--- src/common/rre_map.svh ---
// Purpose: constants for the return and rotate execution block
// Assumes: 16-bit opcodes, 8-bit data path
// Notes:   definitions only
`ifndef RRE_MAP_SVH
`define RRE_MAP_SVH
`define RRE_RET_MASK      16'hFFFE
`define RRE_RET_MATCH     16'h0012
`define RRE_ROT_MASK      16'hFC00
`define RRE_ROT_MATCH     16'h3400
`define RRE_SHADOW_BIT    0
`define RRE_DEST_BIT      9
`define RRE_ACCESS_BIT    8
`define RRE_ILO_LIMIT     8'h5F
`define RRE_FLAG_C        0
`define RRE_FLAG_Z        2
`define RRE_FLAG_N        4
`define RRE_ACC_SPLIT     8'h60
`define RRE_ACC_HI_BANK   4'hF
`define RRE_ACC_LO_BANK   4'h0
`define RRE_PC_RST        21'h00000
`define RRE_BYTE_RST      8'h00
`endif

--- src/common/rre_pkg.sv ---
// Purpose: types for the return and rotate execution block
// Assumes: nothing
// Notes:   one-hot sequencing states
package rre_pkg;
   typedef enum logic [1:0] {
      RRE_ST_EXEC = 2'b01,
      RRE_ST_NOP  = 2'b10
   } rre_state_type;
endpackage

--- src/rre_core.sv ---
// Purpose: executes return-from-subroutine and rotate-left-through-carry
// Assumes: file memory outside; reads combinational, writes on the strobe
// Notes:   one instruction accepted per cycle when instr_ready is high
//
// Decided for this implementation: strobed register access and the address map.
`include "rre_map.svh"
`timescale 1ns/1ps
`default_nettype none
module rre_core #(
   parameter int ADDR_W = 12
) (
   input  wire logic              core_clk,
   input  wire logic              rst_b,
   input  wire logic              instr_valid,
   input  wire logic [15:0]       instr_word,
   output logic                   instr_ready,
   output logic                   instr_illegal,
   input  wire logic              ext_set_en,
   input  wire logic [ADDR_W-1:0] fsr2_base,
   input  wire logic [20:0]       stack_top_value,
   output logic                   stack_pop,
   output logic [20:0]            pc_q,
   input  wire logic [7:0]        shadow_working_reg,
   input  wire logic [7:0]        shadow_flags_reg,
   input  wire logic [7:0]        shadow_bank_select,
   input  wire logic [7:0]        pc_upper_latch,
   input  wire logic [7:0]        pc_high_latch,
   output logic [7:0]             working_q,
   output logic [7:0]             flags_q,
   output logic [7:0]             bank_select_reg,
   output logic [ADDR_W-1:0]      file_addr,
   input  wire logic [7:0]        file_rdata,
   output logic [7:0]             file_wdata_q,
   output logic [ADDR_W-1:0]      file_waddr_q,
   output logic                   file_we_q,
   output logic                   indexed_mode
);
   ////////////////////////////////////////////////////////////////////
   // decode
   rre_pkg::rre_state_type state_q;
   rre_pkg::rre_state_type state_d;
   logic [20:0]            pc_d;
   logic [7:0]             working_d;
   logic [7:0]             flags_d;
   logic [7:0]             bank_sel_q;
   logic [7:0]             bank_sel_d;
   logic                   file_we_d;
   logic [7:0]             file_wdata_d;
   logic [ADDR_W-1:0]      file_waddr_d;
   logic [7:0]             rot_flags;

   wire       is_exec     = (state_q == rre_pkg::RRE_ST_EXEC);
   wire       take        = instr_valid && is_exec;
   wire       is_ret      = ((instr_word & `RRE_RET_MASK) == `RRE_RET_MATCH);
   wire       is_rot      = ((instr_word & `RRE_ROT_MASK) == `RRE_ROT_MATCH);
   wire       shadow_sel  = instr_word[`RRE_SHADOW_BIT];
   wire       dest_file   = instr_word[`RRE_DEST_BIT];
   wire       bank_by_sel = instr_word[`RRE_ACCESS_BIT];
   wire [7:0] f_field     = instr_word[7:0];
   wire       do_rot      = take && is_rot;
   wire       do_ret      = take && is_ret;
   wire       ret_shadow  = do_ret && shadow_sel;
   wire       rot_to_w    = do_rot && !dest_file;
   wire       rot_to_f    = do_rot && dest_file;

   assign instr_ready     = is_exec;
   assign bank_select_reg = bank_sel_q;
   assign stack_pop       = do_ret;
   assign instr_illegal   = take && !is_ret && !is_rot;

   ////////////////////////////////////////////////////////////////////
   // file address generation
   wire              ilo_hit  = !bank_by_sel && ext_set_en && (f_field <= `RRE_ILO_LIMIT);
   wire [ADDR_W-1:0] f_ext    = ADDR_W'(f_field);
   wire [ADDR_W-1:0] ilo_adr  = fsr2_base + f_ext;
   wire [ADDR_W-1:0] sel_adr  = {bank_sel_q[ADDR_W-9:0], f_field};
   wire              acc_low  = (f_field < `RRE_ACC_SPLIT);
   wire [3:0]        acc_bank = acc_low ? `RRE_ACC_LO_BANK : `RRE_ACC_HI_BANK;
   wire [ADDR_W-1:0] acc_adr  = ADDR_W'({acc_bank, f_field});

   assign indexed_mode = is_rot && ilo_hit;
   assign file_addr    = ilo_hit ? ilo_adr : (bank_by_sel ? sel_adr : acc_adr);

   ////////////////////////////////////////////////////////////////////
   // rotate datapath
   wire [7:0] rot_res = {file_rdata[6:0], flags_q[`RRE_FLAG_C]};

   always_comb begin
      rot_flags = flags_q;
      rot_flags[`RRE_FLAG_C] = file_rdata[7];
      rot_flags[`RRE_FLAG_N] = rot_res[7];
      rot_flags[`RRE_FLAG_Z] = (rot_res == `RRE_BYTE_RST);
   end

   // latches are inputs only: nothing here writes them
   wire unused_latches = ^{pc_upper_latch, pc_high_latch};

   ////////////////////////////////////////////////////////////////////
   // sequencing
   always_comb begin
      case (state_q)
         rre_pkg::RRE_ST_EXEC: state_d = do_ret ? rre_pkg::RRE_ST_NOP : rre_pkg::RRE_ST_EXEC;
         rre_pkg::RRE_ST_NOP:  state_d = rre_pkg::RRE_ST_EXEC;
         default:              state_d = rre_pkg::RRE_ST_EXEC;
      endcase
   end

   ////////////////////////////////////////////////////////////////////
   // next values
   // program counter moves only on a taken return
   always_comb begin
      pc_d = pc_q;
      if (do_ret) begin
         pc_d = stack_top_value;
      end
   end

   always_comb begin
      working_d = working_q;
      if (ret_shadow) begin
         working_d = shadow_working_reg;
      end else if (rot_to_w) begin
         working_d = rot_res;
      end
   end

   // a plain return leaves the flags alone
   always_comb begin
      flags_d = flags_q;
      if (ret_shadow) begin
         flags_d = shadow_flags_reg;
      end else if (do_rot) begin
         flags_d = rot_flags;
      end
   end

   always_comb begin
      bank_sel_d = bank_sel_q;
      if (ret_shadow) begin
         bank_sel_d = shadow_bank_select;
      end
   end

   // write port: one-cycle strobe after a rotate to the file is taken
   always_comb begin
      file_we_d    = rot_to_f;
      file_wdata_d = file_wdata_q;
      file_waddr_d = file_waddr_q;
      if (do_rot) begin
         file_wdata_d = rot_res;
         file_waddr_d = file_addr;
      end
   end

   ////////////////////////////////////////////////////////////////////
   // registers
   always_ff @(posedge core_clk) begin
      if (!rst_b) begin
         state_q <= rre_pkg::RRE_ST_EXEC;
      end else begin
         state_q <= state_d;
      end
   end

   always_ff @(posedge core_clk) begin
      if (!rst_b) begin
         pc_q <= `RRE_PC_RST;
      end else begin
         pc_q <= pc_d;
      end
   end

   always_ff @(posedge core_clk) begin
      if (!rst_b) begin
         working_q <= `RRE_BYTE_RST;
      end else begin
         working_q <= working_d;
      end
   end

   always_ff @(posedge core_clk) begin
      if (!rst_b) begin
         flags_q <= `RRE_BYTE_RST;
      end else begin
         flags_q <= flags_d;
      end
   end

   always_ff @(posedge core_clk) begin
      if (!rst_b) begin
         bank_sel_q <= `RRE_BYTE_RST;
      end else begin
         bank_sel_q <= bank_sel_d;
      end
   end

   always_ff @(posedge core_clk) begin
      if (!rst_b) begin
         file_we_q <= 1'b0;
      end else begin
         file_we_q <= file_we_d;
      end
   end

   always_ff @(posedge core_clk) begin
      if (!rst_b) begin
         file_wdata_q <= `RRE_BYTE_RST;
      end else begin
         file_wdata_q <= file_wdata_d;
      end
   end

   always_ff @(posedge core_clk) begin
      if (!rst_b) begin
         file_waddr_q <= '0;
      end else begin
         file_waddr_q <= file_waddr_d;
      end
   end
endmodule
`default_nettype wire

--- config.mk ---
export PLATFORM = sky130hd
export DESIGN_NAME = rre_core
export DESIGN_NICKNAME = d
export VERILOG_FILES = /design/src/common/rre_pkg.sv /design/src/rre_core.sv
export VERILOG_INCLUDE_DIRS = /design/src /design/src/common
export SDC_FILE = /design/constraint.sdc
export NUM_CORES = 1
export LEC_CHECK = 0
export ABC_AREA = 1
export BUFFER_PORTS_ARGS = -buffer_cell sky130_fd_sc_hd__buf_2
export CORE_AREA = 8 8 96 98
export CTS_CLUSTER_SIZE = 16
export DETAILED_ROUTE_END_ITERATION = 16
export DIE_AREA = 0 0 104 106
export GPL_ROUTABILITY_DRIVEN = 1
export PLACE_DENSITY = 0.82
export SYNTH_ARGS = -nofsm -noshare
export SYNTH_HDL_FRONTEND = slang
export SYNTH_SLANG_ARGS = --single-unit
export TNS_END_PERCENT = 1
--- constraint.sdc ---
create_clock -name core_clk -period 1.85 [get_ports core_clk]
set_input_delay 0.185 -clock core_clk [delete_from_list [all_inputs] [get_ports core_clk]]
set_output_delay 0.185 -clock core_clk [all_outputs]
set_load 0.005 [all_outputs]
## After elaboration in Yosys (flattened, before gate mapping)

Cells that the tools add are included.

- Flip-flop bits (word level): 68
- Bits of input ports: 101

- Add/subtract/negate cells: 1
- Magnitude comparators: 2
- Equal/unequal tests: 3
- Multiplexer cells: 8
- Reductions and logical operators: 19

Operator list:

| operator | count |
|---|---|
| $mux 12 | 2 |
| $mux 8 | 3 |
| $eq 15x4->1 const B | 1 |
| $add 12x8->12 | 1 |
| $logic_and 1x1->1 | 11 |
| $le 8x7->1 const B | 1 |
| $logic_not 8->1 | 1 |
| $lt 8x7->1 const B | 1 |
| $eq 6x4->1 const B | 1 |
| $mux 5 | 1 |
| $logic_not 1->1 | 4 |
| $mux 4 | 1 |
| $reduce_bool 2->1 | 2 |
| $eq 2x1->1 const B | 1 |
| $mux 2 | 1 |
| $reduce_and 2->1 | 1 |

## Depth between registers and ports, before layout

- Depth in word-level cells: 6
- Gate-level depth with buffers: 13
- Depth with buffers taken out: 13

## Worst setup path after synthesis

No wires, ideal clock.

- Path kind: input port to flip-flop
- Start point: input port instr_word[0]
- End point: register file_waddr_q[6]
- Library setup time: 0.115 ns
- Data arrival time: 1.480 ns
- Slack: 0.255 ns
- Stages on the path: 13
- Path buffers: 0
- Path through: ha_1 -> inv_1 -> fa_1 -> inv_1 -> nand3_1 -> nand3_1 -> nand2_1 -> nand2_1 -> nand2_1 -> nand3_1 -> nand2_1 -> o21ai_0 -> inv_1

- Longest elaborated chain between the ends: 3

Ends and longest elaborated chain:

| element | RTL line | RTL |
|---|---|---|
| start: declaration | rre_core.sv:15 | `input wire logic [15:0] instr_word,` |
| parallel branches: the longest is 2 deep, another holds $add 12x8->12 | - |  |
| $mux 12 * | rre_core.sv:82 | `assign file_addr = ilo_hit ? ilo_adr : (bank_by_sel ? sel_adr : acc_adr);` |
| named net file_addr[6] | rre_core.sv:31 | `output logic [ADDR_W-1:0] file_addr,` |
| end signal: assignment | rre_core.sv:217 | `file_waddr_q <= file_waddr_d;` |
| end: declaration | rre_core.sv:34 | `output logic [ADDR_W-1:0] file_waddr_q,` |

Mark *: on every way through the listed nets, which the timed path passes.
A chain may end at the register's enable or synchronous reset.

## Worst setup path in the final report

- Start point: input port instr_word[0]
- End point: output port file_addr[8]

- Longest elaborated chain between the ends: 4

Ends and longest elaborated chain:

| element | RTL line |
|---|---|
| $lt 8x7->1 (no line) | - |
| $mux 4 (no line) | - |
| $mux 12 | rre_core.sv:82 |
| $mux 12 * | rre_core.sv:82 |
| end: declaration | rre_core.sv:31 |

Every way passes the cells marked *; elsewhere a longest branch is shown, timed or not.

==> metrics.md <==
| Metric | Value |
|---|---|
| Pin count of the biggest net entering global routing | `43` |
| Antenna Cells | `0` |
| Post-DR vias/cell | `4.994` |
| Synth Warn # | `0` |
| Worst-path clk slew | `0.08 ns` |
| GRT Total Usage | `20.21%` |
| Relative slew slack | `55.97%` |
| Flops & latches, synth | `68` |
| # IOs | `183` |
| Initial core utilization | `43.33%` |
| DIE WIDTH | `104 um` |
| Clk_skew | `0.006518 ns` |
| Crit path cell chain | `buf_2 -> ha_2 -> inv_1 -> fa_1 -> inv_1 -> nand3_1 -> nand3_2 -> nand2_1 -> nand2_1 -> nand2_1 -> nand3_1 -> nand2_1 -> buf_2` |
| Antenna Nets Post-Route | `0` |
| Die area | `11020 um^2` |
| Final Instance Count excl. Fillers | `793` |
| Crit Path Max Fanout | `4` |
| First-pass GRT wire length | `18.56 mm` |
| Post-synth EDFFs | `0` |
| CTS max path bufs | `2` |
| CTS H-tree depth | `3` |
| CP endpoint kind | `primary output` |
| Share of cells above drive strength 1 | `31.40%` |
| Worst Tran Pin Value | `0.6598 ns` |
| Async SR Flop Fraction | `0%` |
| Gr ovfl total | `0` |
| Max_cap viols | `0` |
| Initial DRC Count | `195` |
| Vias | `3960` |
| Fin. max-slew vios | `0` |
| Worst R2R Start | `state_q[0]` |
| Post-synthesis cell area | `3400 um^2` |
| Final net count | `793` |
| CP arrival | `1.62 ns` |
| Vias in the first global route | `3860` |
| Buf/Inv on CP | `4` |
| Most frequent CP cell | `nand2_1` |
| Initial antenna violation count | `0` |
| Startpoint types | `input port` |
| Req. time, crit path | `1.66 ns` |
| Core box area | `7845 um^2` |
| Hold Path Class | `input port to flop` |
| Crit path largest cell delay | `0.35 ns` |
| Register-to-register setup slack | `0.09 ns` |
| Final hold vios | `0` |
| Post-Place Cells | `775` |
| Hold buffers post-CTS | `0` |
| # DRC | `0` |
| Avg Cell Area, Syn | `6.627 um^2` |
| Area growth, synth to finish | `36.14%` |
| Fmax | `0.5551 GHz` |
| Status | `complete, no violations` |
| Final min period | `1.801 ns` |
| GP Congestion | `0.8517` |
| Crit Path Category | `input port to primary output` |
| Final Util | `59.00%` |
| DP Area | `4355 um^2` |
| Detail Placement HPWL | `8.929 mm` |
| Largest delay share family, worst path | `simple AND/OR/NAND/NOR gates` |
| Slowest cell on crit path | `fa_1` |
| Hold Path Cell Cnt | `3` |
| PwrDens | `701.8 nW/um^2` |
| HP Start | `stack_top_value[0]` |
| Worst Hold Path EP | `pc_q[0]` |
| Final Setup Violations | `0` |
| Period Utilization, post-route | `97.37%` |
| RSZ-0062 raised after global routing | `true` |
| Largest register FFs | `21` |
| Final instance area | `4628 um^2` |
| Worst r2r dst | `flags_q[2]` |
| DR WL/cell | `14.50 um` |
| Post-synthesis sequential area ratio | `40.04%` |
| Root buf cell | `clkbuf_8` |
| I/O Buffers | `166` |
| Drt pass-1 iters | `4` |
| Syn Nets | `623` |
| Synth unique cells | `36` |
| Maximum resistive drop on vdd | `0.0005313 V` |
| Sink Count | `68` |
| Leakage power | `2.548 nW` |
| Largest Register | `pc_q` |
| Mapped Cells | `513` |
| Wirelength, routed | `11.50 mm` |
| Post-synth top flop | `dfxtp_1` |
| Cts bufs inserted | `9` |
| CTS tree | `done` |
| Die Y | `106 um` |
| Row count | `33` |
| Worst R2R Path Depth | `9` |
| Clock latency on the worst-skew pair | `0.33 ns` |
| Largest regs | `pc_q x21, file_waddr_q x12` |
==> layer usage <==
metal	up-vias	track usage [%]	part of all wire, %
met3	10	8.409	9.5
li1	1977	-	-
met5	-	0	0
met2	168	33.00	47
met4	0	6.412	1.0
met1	1805	23.65	43
==> cells in the mapped netlist, types with 7 or more instances <==
cell type / number / area (um^2)
dfxtp_1: 68 / 1361
o21ai_0: 46 / 230.2
a21oi_1: 22 / 110.1
nand2_1: 113 / 424.2
nand4_1: 7 / 43.79
clkbuf_1: 9 / 33.78
buf_2: 8 / 40.04
nand3_1: 44 / 220.2
ha_1: 8 / 100.1
inv_1: 45 / 168.9
nor2_1: 107 / 401.6
==> placed cells by master (no fill, tap or decap), types with 2 or more instances in the layout <==
cell type,n
nand4_1,7
inv_1,44
nor2_1,107
o21ai_1,2
nand3_1,40
nand3_2,5
bufinv_16,2
dfxtp_1,68
nand3b_1,3
o21ai_0,45
clkinvlp_4,2
nor3_1,4
nor2_2,4
inv_6,2
ha_2,3
ha_1,5
a21oi_1,21
and2_1,2
buf_4,14
buf_2,166
a21oi_2,2
clkbuf_8,9
nand2_1,113
==> where the power goes <==
part,switching (mW),leakage (nW),total (mW),internal (mW)
clock network,0.601,0.110,1.37,0.769
registers,0.00211,0.548,1.47,1.47
logic,0.237,1.89,0.410,0.174
total,0.840,2.55,3.25,2.41
==> worst max-delay path by stage <==
stage / cells after the start / to / start
6_report: 13 / file_addr[8] / instr_word[0]
5_1_grt: 10 / flags_q[4] / state_q[0]
4_1_cts: 13 / file_addr[8] / instr_word[0]
3_5_place_dp: 13 / file_addr[8] / instr_word[0]
3_3_place_gp: 13 / file_addr[8] / instr_word[0]
2_1_floorplan: 13 / file_waddr_q[6] / instr_word[0]
==> layout make-up <==
type                            count  area [um^2]
Fill cell                         753         3217
Sequential cell                    68         1361
Inverter                           47        180.2
Timing Repair Buffer              181        955.9
Clock buffer                        9        123.9
Clock inverter                      7        98.84
Tap cell                          105        131.4
Multi-Input combinational cell    376         1777
==> worst register-to-register path, delay by kind of cell, from the launching register on <==
kind	cells	cell delay (ns)
buffers and inverters	2	0.29
AND/OR/NAND/NOR	6	0.97
AO/OA/AOI/OAI	1	0.12
flip-flops	1	0.31
==> cell families (layout without fill, tap and decap cells) <==
logic type      count (synthesis)  count (layout)  share of synthesized area, %
simple gates                  291             291                         36.07
buf+inv                        69             244                         8.612
compound gates                 75              75                         11.48
xor+xnor                        1               1                        0.2577
flops                          68              68                         40.04
fa+ha+maj                       9               9                         3.533
==> metrics by stage <==
stage	TNS [ns]	hold WS [ns]	power [mW]	setup WS, ns
floorplan	0	0.3199	1.704	0.2550
global placement	0	0.4066	1.893	0.02663
detailed placement	0	0.4126	1.899	0.01156
CTS	0	0.05027	3.271	0.006679
global route	-0.6063	0.04405	3.404	-0.08223
finish	0	0.06834	3.248	0.04862
==> repair_timing <==
item / in CTS / in global routing
buffers inserted: 0 / 2
endpoints found under the setup margin: 0 / 22
resized for setup: 0 / 11
No activity file was read; power rests on OpenSTA's default activity.
